$ cat src/logic/add_decode_pkg.sv
// Purpose: Constants and types for the add family decoder and flag unit.
// Assumes: One CPU clock; opcode bytes arrive from the fetch unit.
// Notes: Flag field order is C,Z,S,V,D,H from bit 5 down to bit 0.
// Summary of operation
// - Opcodes 12..17 add dst, src, carry.
// - Opcodes 18, 19 extended add with carry.
// - Opcodes 02..09 plain add, carry ignored.
// - Update C Z S V H; force D to 0.
// - Fetch 2 working, 3 register, 4 extended.
// - Execute 3 cycles, 4 with indirect operand.
// - Star flags recomputed, dash kept, zero cleared.
package add_decode_pkg;
    typedef enum logic [6:0] {
        working_mode           = 7'h01,
        indirect_working_mode  = 7'h02,
        register_mode          = 7'h04,
        indirect_register_mode = 7'h08,
        immediate_mode         = 7'h10,
        extended_register_mode = 7'h20,
        no_mode                = 7'h40
    } addr_mode_e;

    typedef struct packed {
        logic       valid;
        logic       with_carry;
        logic       extended;
        addr_mode_e dst_mode;
        addr_mode_e src_mode;
        logic [2:0] fetch_cycles;
        logic [2:0] exec_cycles;
    } decode_s;

    typedef struct packed {
        logic c;
        logic z;
        logic s;
        logic v;
        logic d;
        logic h;
    } flags_s;

    localparam logic [3:0] ADD_BASE_HI   = 4'h0;
    localparam logic [3:0] ADC_BASE_HI   = 4'h1;
    localparam logic [3:0] LO_RR_WORK    = 4'h2;
    localparam logic [3:0] LO_R_IWORK    = 4'h3;
    localparam logic [3:0] LO_REG_REG    = 4'h4;
    localparam logic [3:0] LO_REG_IREG   = 4'h5;
    localparam logic [3:0] LO_REG_IMM    = 4'h6;
    localparam logic [3:0] LO_IREG_IMM   = 4'h7;
    localparam logic [3:0] LO_EXT_EXT    = 4'h8;
    localparam logic [3:0] LO_EXT_IMM    = 4'h9;

    localparam logic [2:0] FETCH_WORKING  = 3'h2;
    localparam logic [2:0] FETCH_REGISTER = 3'h3;
    localparam logic [2:0] FETCH_EXTENDED = 3'h4;
    localparam logic [2:0] EXEC_DIRECT    = 3'h3;
    localparam logic [2:0] EXEC_INDIRECT  = 3'h4;

    localparam int          HALF_BIT      = 4;
    localparam logic [7:0]  RESULT_RESET  = 8'h00;
    localparam logic [5:0]  FLAGS_RESET   = 6'h00;
endpackage

$ cat src/logic/add_flag_unit.sv
// Purpose: Eight-bit adder with carry, zero, sign, overflow, half-carry.
// Assumes: Purely combinational; the caller registers the outputs.
// Notes: Carry in is gated by the caller for plain add.
`timescale 1ns/1ps
module add_flag_unit
    import add_decode_pkg::*;
(
    input  wire logic [7:0] a,
    input  wire logic [7:0] b,
    input  wire logic       cin,
    output logic      [7:0] sum,
    output flags_s          flags
);
    wire logic [8:0] full = {1'b0, a} + {1'b0, b} + {8'h00, cin};
    wire logic [4:0] low  = {1'b0, a[3:0]} + {1'b0, b[3:0]} + {4'h0, cin};

    assign sum     = full[7:0];
    assign flags.c = full[8];
    assign flags.z = (full[7:0] == 8'h00);
    assign flags.s = full[7];
    assign flags.v = (a[7] == b[7]) && (full[7] != a[7]);
    assign flags.d = 1'b0;
    assign flags.h = low[HALF_BIT];
endmodule

$ cat src/logic/cpu_add_carry_decode.sv
// Purpose: Decode the add family and update arithmetic flags on execute.
// Assumes: Operands are already fetched; one execute request per pulse.
// Notes: Codes outside the family decode as invalid and leave flags alone.
`timescale 1ns/1ps
module cpu_add_carry_decode
    import add_decode_pkg::*;
(
    input  wire logic       clk,
    input  wire logic       arst_n,
    input  wire logic [7:0] opcode,
    input  wire logic       execute,
    input  wire logic [7:0] dst_value,
    input  wire logic [7:0] src_value,
    input  wire flags_s     flags_in,
    output decode_s         decode,
    output logic      [7:0] result,
    output flags_s          flags_out,
    output logic            write_dst,
    output logic            done
);
    // The high nibble picks plain or carry add, the low nibble the operands.
    wire logic [3:0]  hi;
    wire logic [3:0]  lo;
    wire logic [15:0] lo_hit;

    assign hi = opcode[7:4];
    assign lo = opcode[3:0];

    for (genvar code_i = 0; code_i < 16; code_i++) begin : g_lo_hit
        assign lo_hit[code_i] = (lo == 4'(code_i));
    end

    wire logic enc_rr_work;
    wire logic enc_r_iwork;
    wire logic enc_reg_reg;
    wire logic enc_reg_ireg;
    wire logic enc_reg_imm;
    wire logic enc_ireg_imm;
    wire logic enc_ext_ext;
    wire logic enc_ext_imm;

    assign enc_rr_work  = lo_hit[LO_RR_WORK];
    assign enc_r_iwork  = lo_hit[LO_R_IWORK];
    assign enc_reg_reg  = lo_hit[LO_REG_REG];
    assign enc_reg_ireg = lo_hit[LO_REG_IREG];
    assign enc_reg_imm  = lo_hit[LO_REG_IMM];
    assign enc_ireg_imm = lo_hit[LO_IREG_IMM];
    assign enc_ext_ext  = lo_hit[LO_EXT_EXT];
    assign enc_ext_imm  = lo_hit[LO_EXT_IMM];

    wire logic is_adc;
    wire logic is_add;
    wire logic lo_basic;
    wire logic lo_ext;

    assign is_adc   = (hi == ADC_BASE_HI);
    assign is_add   = (hi == ADD_BASE_HI);
    assign lo_basic = enc_rr_work | enc_r_iwork | enc_reg_reg |
                      enc_reg_ireg | enc_reg_imm | enc_ireg_imm;
    assign lo_ext   = enc_ext_ext | enc_ext_imm;

    wire logic op_adc_basic;
    wire logic op_adc_ext;
    wire logic op_add_basic;
    wire logic op_add_ext;
    wire logic fam_valid;
    wire logic with_carry;

    assign op_adc_basic = is_adc & lo_basic;
    assign op_adc_ext   = is_adc & lo_ext;
    assign op_add_basic = is_add & lo_basic;
    assign op_add_ext   = is_add & lo_ext;
    assign fam_valid    = op_adc_basic | op_adc_ext |
                          op_add_basic | op_add_ext;
    assign with_carry   = op_adc_basic | op_adc_ext;

    // Destination operand class, one line per addressing mode.
    wire logic dst_working;
    wire logic dst_register;
    wire logic dst_indirect_reg;
    wire logic dst_extended;

    assign dst_working      = enc_rr_work | enc_r_iwork;
    assign dst_register     = enc_reg_reg | enc_reg_ireg | enc_reg_imm;
    assign dst_indirect_reg = enc_ireg_imm;
    assign dst_extended     = lo_ext;

    wire logic src_working;
    wire logic src_indirect_work;
    wire logic src_register;
    wire logic src_indirect_reg;
    wire logic src_immediate;
    wire logic src_extended;

    assign src_working       = enc_rr_work;
    assign src_indirect_work = enc_r_iwork;
    assign src_register      = enc_reg_reg;
    assign src_indirect_reg  = enc_reg_ireg;
    assign src_immediate     = enc_reg_imm | enc_ireg_imm | enc_ext_imm;
    assign src_extended      = enc_ext_ext;

    wire addr_mode_e dst_m;
    wire addr_mode_e src_m;

    assign dst_m = !fam_valid       ? no_mode :
                   dst_extended     ? extended_register_mode :
                   dst_indirect_reg ? indirect_register_mode :
                   dst_working      ? working_mode :
                   dst_register     ? register_mode : no_mode;
    assign src_m = !fam_valid        ? no_mode :
                   src_working       ? working_mode :
                   src_indirect_work ? indirect_working_mode :
                   src_register      ? register_mode :
                   src_indirect_reg  ? indirect_register_mode :
                   src_extended      ? extended_register_mode :
                   src_immediate     ? immediate_mode : no_mode;

    // Fetch length follows the widest operand address of the encoding.
    wire logic       fetch_short;
    wire logic       fetch_long;
    wire logic [2:0] fetch_n;

    assign fetch_short = dst_working;
    assign fetch_long  = dst_extended;
    assign fetch_n     = fetch_long  ? FETCH_EXTENDED :
                         fetch_short ? FETCH_WORKING  : FETCH_REGISTER;

    // Extended forms never go through a pointer, so they stay short.
    wire logic       src_indirect;
    wire logic       dst_indirect;
    wire logic       indirect;
    wire logic [2:0] exec_n;

    assign src_indirect = src_indirect_work | src_indirect_reg;
    assign dst_indirect = dst_indirect_reg;
    assign indirect     = (src_indirect | dst_indirect) & !dst_extended;
    assign exec_n       = indirect ? EXEC_INDIRECT : EXEC_DIRECT;

    assign decode.valid        = fam_valid;
    assign decode.with_carry   = with_carry;
    assign decode.extended     = op_adc_ext | op_add_ext;
    assign decode.dst_mode     = dst_m;
    assign decode.src_mode     = src_m;
    assign decode.fetch_cycles = fam_valid ? fetch_n : 3'h0;
    assign decode.exec_cycles  = fam_valid ? exec_n : 3'h0;

    // Plain add masks carry in so a stale carry cannot leak into the sum.
    wire logic       cin;
    wire logic [7:0] sum;
    flags_s          calc;

    assign cin = with_carry & flags_in.c;

    add_flag_unit u_add (
        .a     (dst_value),
        .b     (src_value),
        .cin   (cin),
        .sum   (sum),
        .flags (calc)
    );

    // Per-flag policy of the family: recompute, clear, or keep prior.
    wire flags_s     recompute_mask;
    wire flags_s     clear_mask;
    wire logic [5:0] rec_bits;
    wire logic [5:0] clr_bits;
    wire logic [5:0] calc_bits;
    wire logic [5:0] prior_bits;
    wire logic [5:0] merged_bits;

    assign recompute_mask = '{c: 1'b1, z: 1'b1, s: 1'b1, v: 1'b1,
                              d: 1'b0, h: 1'b1};
    assign clear_mask     = '{c: 1'b0, z: 1'b0, s: 1'b0, v: 1'b0,
                              d: 1'b1, h: 1'b0};
    assign rec_bits   = recompute_mask;
    assign clr_bits   = clear_mask;
    assign calc_bits  = calc;
    assign prior_bits = flags_in;

    for (genvar bit_i = 0; bit_i < 6; bit_i++) begin : g_flag
        assign merged_bits[bit_i] = clr_bits[bit_i] ? 1'b0 :
                                    rec_bits[bit_i] ? calc_bits[bit_i] :
                                    prior_bits[bit_i];
    end

    wire logic       take;
    wire flags_s     next_flags;
    wire logic [7:0] next_result;
    wire logic       next_write_dst;
    wire logic       next_done;

    assign take           = execute & fam_valid;
    // Invalid codes pass the prior flags through unchanged.
    assign next_flags     = take ? flags_s'(merged_bits)
                                 : flags_in;
    assign next_result    = take ? sum : result;
    assign next_write_dst = take;
    // Every execute is answered, so the fetch unit never stalls on a
    // code that belongs to another instruction group.
    assign next_done      = execute;

    always_ff @(posedge clk or negedge arst_n) begin
        if (!arst_n) begin
            result <= RESULT_RESET;
        end else begin
            result <= next_result;
        end
    end

    always_ff @(posedge clk or negedge arst_n) begin
        if (!arst_n) begin
            flags_out <= FLAGS_RESET;
        end else begin
            flags_out <= next_flags;
        end
    end

    always_ff @(posedge clk or negedge arst_n) begin
        if (!arst_n) begin
            write_dst <= 1'b0;
        end else begin
            write_dst <= next_write_dst;
        end
    end

    always_ff @(posedge clk or negedge arst_n) begin
        if (!arst_n) begin
            done <= 1'b0;
        end else begin
            done <= next_done;
        end
    end
endmodule

$ cat config.mk
export PLATFORM = sky130hd
export DESIGN_NAME = cpu_add_carry_decode
export DESIGN_NICKNAME = d
export VERILOG_FILES = /design/src/logic/add_decode_pkg.sv /design/src/logic/add_flag_unit.sv /design/src/logic/cpu_add_carry_decode.sv
export SDC_FILE = /design/constraint.sdc
export NUM_CORES = 1
export LEC_CHECK = 0
export ABC_AREA = 1
export BUFFER_PORTS_ARGS = -buffer_cell sky130_fd_sc_hd__buf_2
export CAP_MARGIN = 20
export CORE_UTILIZATION = 45
export CTS_CLUSTER_SIZE = 16
export DETAILED_ROUTE_END_ITERATION = 10
export GPL_TIMING_DRIVEN = 0
export PLACE_DENSITY = 0.89
export SLEW_MARGIN = 20
export SYNTH_ARGS = -nofsm -noshare
export SYNTH_HDL_FRONTEND = slang
export SYNTH_HIERARCHICAL = 1
export SYNTH_SLANG_ARGS = --single-unit
export TNS_END_PERCENT = 100
$ cat constraint.sdc
create_clock -name clk -period 0.9 [get_ports clk]
set_clock_uncertainty 0.05 [all_clocks]
set_input_delay 0 -clock clk [delete_from_list [all_inputs] [get_ports clk]]
set_output_delay 0 -clock clk [all_outputs]
set_load 0.005 [all_outputs]
# Word level (Yosys, flattened, before mapping)
# Cells that the tools add are included.
[word_totals] register_bits=16 input_bits=33 out_inout_bits=39 elab_cells=69
[op_classes] addsub=4 eq_ne=11 mux=18 n_bitwise=23 reduce_logical=4
[ops] operator="$mux W7" n=12
[ops] operator="$eq A4 B3 Y1 const B" n=4
[ops] operator="$or A1 B1 Y1" n=16
[ops] operator="$mux W3" n=4
[ops] operator="$add A8 B8 Y9" n=1
[ops] operator="$add A9 B1 Y9" n=1
[ops] operator="$eq A4 B2 Y1 const B" n=2
[ops] operator="$eq A4 B4 Y1 const B" n=2
[ops] operator="$logic_not A8 Y1" n=1
[ops] operator="$and A1 B1 Y1" n=7
[ops] operator="$mux W6" n=1
[ops] operator="$add A4 B4 Y5" n=1
[ops] operator="$add A5 B1 Y5" n=1
[ops] operator="$eq A4 B1 Y1 const B" n=1
[ops] operator="$logic_not A4 Y1" n=1
[ops] operator="$eq A1 B1 Y1" n=1
[ops] operator="$logic_and A1 B1 Y1" n=1
[ops] operator="$logic_not A1 Y1" n=1
[ops] operator="$mux W1" n=1
[ops] operator="$ne A1 B1 Y1" n=1

# Logic depth before layout (Yosys ltp)
# Gate-level depths: netlist (run 1).
[depth] ltp_word=13 depth_mapped=19 mapped_depth_nobuf=19

# Cells and area by module
# Netlist (run 1), hierarchy kept.
[by_module_without_submodules] module="cpu_add_carry_decode" instances=1 cells_per_inst=110 area_each_um2=867.1
[by_module_without_submodules] module="add_flag_unit" instances=1 cells_per_inst=89 area_each_um2=521.8

# Worst setup path after synthesis (run 1)
# OpenSTA, ideal clock, no wires.
[synth_path] path_kind="input-to-reg" from="input opcode[5]" to="register flags_out[4] (netlist bit)" setup_time_ps=66 t_arrival_ps=2277 required_time_ps=784 slack_ps=-1493 stages=16 path_buffers=0 cell_sequence="nor3_4 > nand2_2 > nor3_1 > inv_1 > fa_1 > inv_1 > fa_1 > inv_1 > nand2_1 > nor2_2 > nand3_1 > nor2_2 > nand3_2 > nor2_2 > nand4_1 > nand2_1"
[synth_rtl] item="start: declaration" line_no="cpu_add_carry_decode.sv:10" rtl="input wire logic [7:0] opcode,"
[synth_rtl] item="end signal: assignment" line_no="cpu_add_carry_decode.sv:214" rtl="flags_out <= next_flags;"
[synth_rtl] item="end: declaration" line_no="cpu_add_carry_decode.sv:17" rtl="output flags_s flags_out,"

==> impl_summary.log, run 1 <==
INFO  metric run_status = finished with violations
INFO  metric violations = DRC, setup timing
INFO  metric final_layout_size_suffix_gt1_share = 55.0%
INFO  metric core.rowCount = 19
INFO  metric cpPeakStageDelay = 0.43 ns
INFO  metric ys_warn_count = 6
INFO  metric syn_inst = 197
INFO  metric area_growth_syn_to_layout = 66.4%
INFO  metric area_of_the_core = 0.00283 mm2
INFO  metric cts-buffers-inserted = 3
INFO  metric vdd.ir_drop.worst = between 500 and 600 uV
INFO  metric rsz0062_at_grt = yes
INFO  metric clock-root-buffer = clkbuf_4
INFO  metric crit_path_end_kind = register
INFO  metric fillers = 175
INFO  metric cp_cell_sequence = buf_4, inv_2, nand3_4, nand2_4, nand2_4, nor3_4, inv_2, fa_2, inv_2, fa_2, inv_1, nand2_1, nor2_2, nand3_1, nor2_2, nand3_2, nor2_2, nand4_1, nand2_1
INFO  metric final.min_clock_period = about 2.1 ns
INFO  metric setup_tns = -14.21 ns
INFO  metric clkSinkCount = 16
INFO  metric startpoint_class_of_the_critical_path = input port
INFO  metric vias_per_cell = 5.35
INFO  metric maximum_number_of_pins_on_one_net_before_global_route_repair = 17
INFO  metric clk_latency = 0.29 ns
INFO  metric postPlaceCellArea = 0.00179 mm2
INFO  metric effective_utilization_at_floorplan = about half
INFO  metric max-clock-path-buffers = 2
INFO  metric drt_first_iter_violations = between 100 and 150
INFO  metric cts_tree = yes
INFO  metric report.final.slew_viol_count = 0
INFO  metric syn_avg_cell_area = 6.99 um2
INFO  metric htree_num_levels = 1
INFO  metric final-hold-violation-count = 0
INFO  metric max_freq = 477 MHz
INFO  metric final_hpwl_from_detailed_placement = ~2500 um
INFO  metric synthesized_cell_area = 0.00138 mm2
INFO  metric routed-via-count = 1759
INFO  metric criticalPathCategory = input port to register
INFO  metric pin_count = just over 70
INFO  metric antenna_violations_before_repair = 0
INFO  metric vias_in_the_first_global_route = roughly 1300
INFO  metric overflow = 0
INFO  metric clk_pin_slew = 0.09 ns
INFO  metric cell_with_the_largest_stage_delay_on_the_worst_path = fa_2
INFO  metric drc = 5
INFO  metric worstPathMaxFanout = 5
INFO  metric critical_path_arrival = 2.28 ns
INFO  metric dieWidth = 57.3 um
INFO  metric drt_first_pass_iters = 7
INFO  metric hold_path.class = input port to register
INFO  metric static-leakage-power = around 1.3 nW
INFO  metric grt.total_usage = 21.1%
INFO  metric postLayoutSetupSlackWorst = -1.19 ns
INFO  metric finish_stage_setup_viols = 36
INFO  metric chipHeight = ~57 um
INFO  metric drv.max_cap_violation_count = 0
INFO  metric num-nets-final = 341
INFO  metric final_replace_weighted_congestion = 0.862
INFO  metric io_buffers = 69
INFO  metric cp_data_required_time = 1.09 ns
INFO  metric routed_wire_length_per_instance = roughly 14 um
INFO  metric routed_wl = roughly 4800 um
INFO  metric antennaDiodeCount = 0
INFO  metric finalCritPeriodShare = 233%
INFO  metric pwr_dens = around 1100 mW/mm2
INFO  metric postLayoutCellArea = approximately 0.0023 mm2
INFO  metric grt_pass1_wl = 5470 um
INFO  metric die-area = 0.00329 mm2
INFO  metric route.antenna.remaining_nets = 0
final cells by class:
cell class                 instances  area, um2  share of cell area, %
inverter                          34        130                   5.68
timing repair buffer              96        632                   27.6
sequential                        16        400                   17.5
tap                               31       38.8                   1.69
multi-input combinational        137        965                   42.1
buffer                            11       90.1                   3.93
clock buffer                       4       36.3                   1.58
where the power goes:
| group | switching (mW) | internal (mW) |
|---|---|---|
| Clock | 0.225 | 0.247 |
| Sequential | 0.0579 | 0.831 |
| Combinational | 0.592 | 0.465 |
| Total | 0.875 | 1.54 |
stage by stage:
| stage | util, % | cells | hold slack (ns) | setup slack [ns] | total power [mW] |
|---|---|---|---|---|---|
| finish | 81.0 | 329 | 0.0615 | -1.19 | 2.42 |
| global route | 81.0 | 329 | 0.0727 | -1.31 | 2.56 |
| CTS | 72.5 | 321 | 0.0270 | -1.08 | 2.26 |
| detailed placement | 63.1 | 298 | -0.130 | -1.73 | 1.70 |
| global placement | 63.1 | 298 | -0.136 | -1.72 | 1.67 |
| floorplan | - | 198 | -0.346 | -1.40 | 1.38 |
layout by cell type, fill, tap and decap left out, types with 7 or more instances in the layout:
cell            n
buf_2          61
buf_4          22
buf_6          12
dfrtp_1        16
dlygate4sd3_1   9
ha_1            7
inv_1          23
inv_2          10
nand2_1        42
nand2_2        15
nand3_2         8
nand4_1        14
final timing paths:
path / from / end / slack [ns] / depth (start not counted)
setup / recovery: opcode[1] / flags_out[4] / -1.19 / 19
hold / removal: execute / result[7] / 0.06 / 4
setup reg to reg: result[6] / result[6] / 0.17 / 2
hold reg to reg: result[1] / result[1] / 0.44 / 2
max in group asynchronous: arst_n / done / 0.46 / 2
min in group asynchronous: arst_n / result[1] / 0.09 / 2
state kept, by name (all words and copies together), names as in the netlist:
signal and cells:
result 8, flags_out 6, write_dst 1, done 1
critical path, delay by kind of cell:
family        cells  cell delay, ns
fa+ha+maj         2            0.76
buf+inv           5            0.43
simple gates     12            1.09
what timing repair did:
action | 4_1_cts | 5_1_grt
resized for setup | 17 | 54
buffers inserted | 10 | 12
endpoints found under the hold margin | 25 | 0
hold buffers | 9 | 0
setup endpoints to repair | 34 | 32
pin swaps | 17 | 18
cloned | 0 | 1
per-layer routing:
layer | routed length, um | global-route usage, % | vias up
met4 | 217 | 6.27 | 0
met5 | 0 | 0 | -
met2 | 2440 | 38.5 | 92
li1 | - | - | 817
met1 | 1860 | 26.6 | 827
met3 | 232 | 1.59 | 23
(Power assumes the default switching activity.)
==> run 2, diff against run 1 <==
Settings changed: CTS_BUF_LIST set to sky130_fd_sc_hd__clkbuf_8 sky130_fd_sc_hd__clkbuf_16.
==> run 2 against run 1 <==
Against the previous run: the flow still finishes with violations (DRC, setup timing); via count is 4.2% lower; global-route usage is 0.81 points higher; die area stayed put; critical path type unchanged; sequential power is 0.6% higher; largest power group unchanged; final cell count is 1.2% lower; setup slack better by 0.013 ns.
==> impl_summary.log, run 2 (synthesized netlist as in run 1, its figures left out) <==
INFO  metric worstPathMaxFanout = 5
INFO  metric final.min_clock_period = 2.08 ns
INFO  metric static-leakage-power = 1.31 nW
INFO  metric dpl.cell_count = 298
INFO  metric pwr_dens = around 1100 mW/mm2
INFO  metric htree_num_levels = 1
INFO  metric final_hpwl_from_detailed_placement = 2540 um
INFO  metric cts-buffers-inserted = 3
INFO  metric drt_first_iter_violations = between 100 and 150
INFO  metric vias_per_cell = just over 5
INFO  metric routed_wire_length_per_instance = 13.9 um
INFO  metric detailroute.wirelength.met3 = around 270 um
INFO  metric core.rowCount = 19
INFO  metric antenna_violations_before_repair = 0
INFO  metric rsz0062_at_grt = yes
INFO  metric critical_path.startpoint = opcode[1]
INFO  metric run_status = finished with violations
INFO  metric crit_path_end_kind = register
INFO  metric effective_utilization_at_floorplan = roughly half
INFO  metric cpPeakStageDelay = 0.43 ns
INFO  metric chipHeight = 57.3 um
INFO  metric antennaDiodeCount = 0
INFO  metric routed_wl = 4520 um
INFO  metric drv.max_cap_violation_count = 0
INFO  metric overflow = 0
INFO  metric cp_cell_sequence = buf_4, inv_2, nand3_4, nand2_4, nand2_4, nor3_2, inv_1, fa_2, inv_2, fa_2, inv_1, nand2_1, nor2_2, nand3_2, nor2_2, nand3_2, nor2_2, nand4_1, nand2_1
INFO  metric clkSinkCount = 16
INFO  metric largest_registers = result: 8 flops, flags_out: 6 flops
INFO  metric met1Wirelength = 1710 um
INFO  metric dieWidth = 57.3 um
INFO  metric grt.total_usage = 21.9%
INFO  metric violations = DRC, setup timing
INFO  metric clk_pin_slew = 0.06 ns
INFO  metric drt_first_pass_iters = 7
INFO  metric most_frequent_cells_in_the_layout = buf_2, nand2_1, inv_1
INFO  metric maximum_number_of_pins_on_one_net_before_global_route_repair = 17
INFO  metric routed-via-count = ~1700
INFO  metric largest_register_by_flop_count = result
INFO  metric route.antenna.remaining_nets = 0
INFO  metric regToRegStartpoint = result[3]
INFO  metric clock-root-buffer = clkbuf_8
INFO  metric io_buffers = 69
INFO  metric hold-path-cell-count = 3
INFO  metric setup.reg_to_reg.worst_slack = around 0.2 ns
INFO  metric startpoint_class_of_the_critical_path = input port
INFO  metric cts_tree = yes
INFO  metric path_common_cell = nor2_2
INFO  metric die-area = 0.00329 mm2
INFO  metric pre_cts_ws = -1.73 ns
INFO  metric grt_pass1_wl = 5580 um
INFO  metric routed.top_layer = met4
INFO  metric num-nets-final = 337
INFO  metric hold_path.class = input port to register
INFO  metric postLayoutSetupSlackWorst = -1.18 ns
INFO  metric cell_with_the_largest_stage_delay_on_the_worst_path = fa_2
INFO  metric pin_count = 72
INFO  metric drc = 5
INFO  metric largest_register_ffs = 8
INFO  metric critical_path_arrival = ~2.2 ns
INFO  metric final_common_cell = buf_2
INFO  metric vias_in_the_first_global_route = 1305
INFO  metric area_growth_syn_to_layout = 61.5%
INFO  metric final_replace_weighted_congestion = 0.862
INFO  metric fillers = 181
INFO  metric vdd.ir_drop.worst = slightly above 600 uV
INFO  metric clk_latency = approximately 0.25 ns
INFO  metric min-delay-start = execute
INFO  metric area_of_the_core = 0.00283 mm2
INFO  metric r2r_cells = 2
INFO  metric max-clock-path-buffers = 2
INFO  metric criticalPathCategory = input port to register
INFO  metric final-hold-violation-count = 0
INFO  metric fin_cells = 325
INFO  metric finalCritPeriodShare = 231%
INFO  metric finish_stage_setup_viols = 33
INFO  metric final_layout_size_suffix_gt1_share = 53.7%
INFO  metric wl_met2 = about 2300 um
INFO  metric report.final.slew_viol_count = 0
INFO  metric max_freq = roughly 480 MHz
INFO  metric cp_data_required_time = 1.04 ns
==> run 2: cell types whose count changed in the layout (fill, tap and decap cells not counted), moves of 2 or more <==
cell and delta:
nor2_4 -2, clkbuf_8 +3, nor2_1 +2, buf_2 +3
buf_6 -5, nor3_1 +3, buf_4 -2, nor3_2 -2
clkbuf_4 -3
==> run 2: final timing paths <==
kind                                endpoint
worst max-delay path            flags_out[4]
worst min-delay path               result[4]
worst max register to register     result[3]
worst min register to register     result[1]
max in group asynchronous               done
min in group asynchronous          result[1]
==> run 2: timing repair <==
item | CTS | global route
buffers inserted | 10 | 11
endpoints found under the hold margin | 23 | 1
endpoints found under the setup margin | 34 | 33
gates cloned | 0 | 0
gates resized for setup | 17 | 42
hold buffers | 7 | 1
pin swaps | 17 | 25
==> run 2: worst max-delay path, delay by kind of cell <==
family / cells / cell delay [ns]
fa+ha+maj: 2 / 0.76
simple gates: 12 / 1.01
buf+inv: 5 / 0.44
==> run 2: report_power, final <==
| part | internal [mW] | switching, mW | leakage [nW] |
|---|---|---|---|
| Clock | 0.388 | 0.239 | 0.0288 |
| Sequential | 0.834 | 0.0606 | 0.198 |
| Combinational | 0.452 | 0.585 | 1.08 |
| Total | 1.67 | 0.885 | 1.31 |
==> run 2: final cells by class <==
cell class / count / area (um2) / area share, %
multi-input cells: 137 / 930 / 41.8
clock buffers: 4 / 55.1 / 2.47
repair buffers: 92 / 577 / 25.9
inverters: 34 / 130 / 5.85
flip-flops and latches: 16 / 400 / 18.0
well taps: 31 / 38.8 / 1.74
plain buffers: 11 / 93.8 / 4.22
==> run 2: layer usage <==
layer / track usage [%] / vias up
li1: - / 811
met5: 0 / -
met1: 26.4 / 760
met4: 10.1 / 0
met2: 39.0 / 93
met3: 2.49 / 22
==> run 2: metrics by stage <==
stage          hold slack (ns)  instance area (um2)  setup TNS [ns]  utilization, %  total power, mW
4_1_cts                 -0.101                 2050          -11.01            72.4             2.41
5_1_grt                 0.0635                 2220          -14.12            78.6             2.69
3_3_place_gp            -0.136                 1790          -19.57            63.1             1.67
3_5_place_dp            -0.130                 1790          -20.37            63.1             1.70
2_1_floorplan           -0.346                 1400          -12.31               -             1.38
6_report                0.0634                 2220          -12.09            78.6             2.56
==> run 3, diff against run 2 <==
Settings changed: BUFFER_PORTS_ARGS -buffer_cell sky130_fd_sc_hd__buf_2 to unset, CORE_ASPECT_RATIO set to 0.8, CORE_UTILIZATION 45 to 50, DONT_BUFFER_PORTS set to 1, MAX_ROUTING_LAYER set to met4, PLACE_DENSITY 0.89 to 0.74.
==> run 3 against run 2 <==
Against the previous run: the flow finishes with violations (setup timing); total power is 10% lower; hold slack worse by 0.060 ns; count of clock-buffer cells in the layout stayed put; via count is 22% lower; fmax is 6.6% higher; die area is 9.6% lower; flip-flop and latch count stayed put; routed wire length is 26% lower; first-iteration DRC count is 63% lower; non-clock buffer count is 74 lower.
==> impl_summary.log, run 3 (synthesized netlist as in run 1, its figures left out) <==
INFO  metric fin_cells = 257
INFO  metric largest_register_ffs = 8
INFO  metric htree_num_levels = 1
INFO  metric path_common_cell = nor2_2
INFO  metric max_freq = 512 MHz
INFO  metric max-clock-path-buffers = 2
INFO  metric grt.total_usage = 23.6%
INFO  metric drt_first_pass_iters = 4
INFO  metric timing.max_slew.rel_slack = 53.0%
INFO  metric vias_per_cell = 5.13
INFO  metric violations = setup timing
INFO  metric grt_pass1_wl = around 5300 um
INFO  metric min-delay-start = opcode[1]
INFO  metric final_hpwl_from_detailed_placement = ~2300 um
INFO  metric vias_in_the_first_global_route = between 1000 and 1500
INFO  metric r2r_cells = 2
INFO  metric final_replace_weighted_congestion = 0.830
INFO  metric postPlaceCellArea = 0.00145 mm2
INFO  metric route.antenna.remaining_nets = 0
INFO  metric rsz0062_at_grt = yes
INFO  metric dpl.cell_count = 234
INFO  metric cp_cell_sequence = nor3_4, nand2_4, nor3_2, inv_1, fa_2, inv_2, fa_2, inv_1, nand2_1, nor2_2, nand3_1, nor2_2, nand3_2, nor2_2, nand4_1, nand2_1
INFO  metric hold-path-cell-count = 1
INFO  metric final.min_clock_period = roughly 2 ns
INFO  metric cts-buffers-inserted = 3
INFO  metric critical_path_arrival = 2.09 ns
INFO  metric dieWidth = 60.7 um
INFO  metric final-hold-violation-count = 0
INFO  metric run_status = finished with violations
INFO  metric antenna_violations_before_repair = 0
INFO  metric postLayoutSetupSlackWorst = -1.05 ns
INFO  metric setup.reg_to_reg.worst_slack = approximately 0.20 ns
INFO  metric io_buffers = 0
INFO  metric worstPathMaxFanout = 6
INFO  metric maximum_number_of_pins_on_one_net_before_global_route_repair = 17
INFO  metric largest_registers = result: 8 flops, flags_out: 6 flops
INFO  metric pwr_dens = 1300 mW/mm2
INFO  metric clk_pin_slew = 0.06 ns
INFO  metric startpoint_class_of_the_critical_path = input port
INFO  metric die-area = 0.00297 mm2
INFO  metric final_layout_size_suffix_gt1_share = 31.7%
INFO  metric clkSinkCount = 16
INFO  metric drt_first_iter_violations = 37
INFO  metric clk_latency = 0.24 ns
INFO  metric core.rowCount = 16
INFO  metric vdd.ir_drop.worst = about 750 uV
INFO  metric design_power_total = ~2.3 mW
INFO  metric drv.max_cap_violation_count = 0
INFO  metric finalCritPeriodShare = 217%
INFO  metric drc = 0
INFO  metric internal_power = 1.54 mW
INFO  metric num-nets-final = 264
INFO  metric antennaDiodeCount = 0
INFO  metric fillers = between 200 and 250
INFO  metric effective_utilization_at_floorplan = between 50% and 60%
INFO  metric routed-via-count = approximately 1300
INFO  metric cell_with_the_largest_stage_delay_on_the_worst_path = fa_2
INFO  metric cp_data_required_time = 1.04 ns
INFO  metric static-leakage-power = 0.977 nW
INFO  metric report.final.slew_viol_count = 0
INFO  metric slew_at_the_pin_closest_to_its_max_slew_limit = 0.703 ns
INFO  metric routed_wire_length_per_instance = 13.0 um
INFO  metric power.switching = 765 uW
INFO  metric cts_tree = yes
INFO  metric regToRegStartpoint = result[1]
INFO  metric switching_share = 33.2%
INFO  metric min_to = decode[15]
INFO  metric chipHeight = 48.9 um
INFO  metric routed_wl = ~3400 um
INFO  metric finish_stage_setup_viols = 15
INFO  metric most_frequent_cells_in_the_layout = nand2_1, inv_1, buf_4, dfrtp_1
INFO  metric clock-root-buffer = clkbuf_8
INFO  metric final_core_utilization = 70.4%
INFO  metric power.share.clock = 27.2%
INFO  metric pin_count = slightly above 70
INFO  metric criticalPathCategory = input port to register
INFO  metric largest_register_by_flop_count = result
INFO  metric overflow = 0
INFO  metric regToRegEndpoint = result[1]
INFO  metric crit_path_end_kind = register
INFO  metric hold_path.class = input port to output port
INFO  metric postLayoutCellArea = 0.00178 mm2
INFO  metric setup_tns = -8.90 ns
INFO  metric area_of_the_core = 0.00252 mm2
INFO  metric final_common_cell = nand2_1
INFO  metric cpPeakStageDelay = 0.43 ns
INFO  metric power.sequential.fraction = 40.0%
INFO  metric area_growth_syn_to_layout = 29.0%
INFO  metric power.combinational.fraction = 32.8%
## run 3: changes by cell type in the layout (fill, tap and decap cells not counted), moves of 3 or more
cell	previous run	this run
inv_1	23	28
nand2_1	42	46
buf_2	64	0
inv_2	10	6
buf_6	7	3
buf_4	20	16
nor2_2	6	3
nand3_2	9	6
nor2_1	8	11
## run 3: layer usage
layer	up-vias	track usage, %	routed length (um)
li1	669	-	-
met1	597	29.0	1410
met2	50	40.3	1730
met3	2	5.04	199
met4	0	3.41	15
met5	-	-	0
## run 3: critical path: cells and delay by family
kind,cells,cell delay [ns]
AND/OR/NAND/NOR,11,1.11
adder cells (fa/ha/maj),2,0.76
buffers and inverters,3,0.20
## run 3: what timing repair did
| item | 4_1_cts | 5_1_grt |
|---|---|---|
| hold buffers | 9 | 0 |
| gates resized for setup | 17 | 17 |
| endpoints found under the setup margin | 21 | 20 |
| pin swaps | 16 | 16 |
| buffers inserted | 7 | 3 |
| hold endpoints to repair | 31 | 0 |
| gates cloned | 1 | 0 |
## run 3: final cells by class
type	instances	area [um2]	share of cell area (%)
multi-input cells	138	898	50.6
flip-flops and latches	16	400	22.5
repair buffers	18	168	9.44
inverters	34	128	7.18
plain buffers	11	82.6	4.65
clock buffers	4	55.1	3.10
well taps	36	45.0	2.54
## run 3: how the worst max path moves through the flow
stage,startpoint,endpoint,slack (ns),cells past startpoint
2_1_floorplan,opcode[6],flags_out[4],-1.40,16
3_3_place_gp,opcode[6],flags_out[4],-1.60,16
3_5_place_dp,opcode[6],flags_out[4],-1.63,16
4_1_cts,opcode[5],flags_out[4],-1.06,16
5_1_grt,opcode[2],flags_out[4],-1.26,18
6_report,opcode[5],flags_out[4],-1.05,16
## run 3: per-stage QoR
step / setup WS (ns) / hold WS, ns
after global placement: -1.60 / -0.345
after detailed placement: -1.63 / -0.345
after global routing: -1.26 / 0.00962
after floorplan: -1.40 / -0.346
after CTS: -1.06 / 0.00384
final: -1.05 / 0.00375
## run 3: power groups by stage
stage	clock network [mW]	logic, mW	registers (mW)
CTS	0.640	0.682	0.921
global route	0.672	0.846	0.933
finish	0.626	0.755	0.920
detailed placement	0	0.564	0.934
floorplan	0	0.474	0.910
global placement	0	0.543	0.934
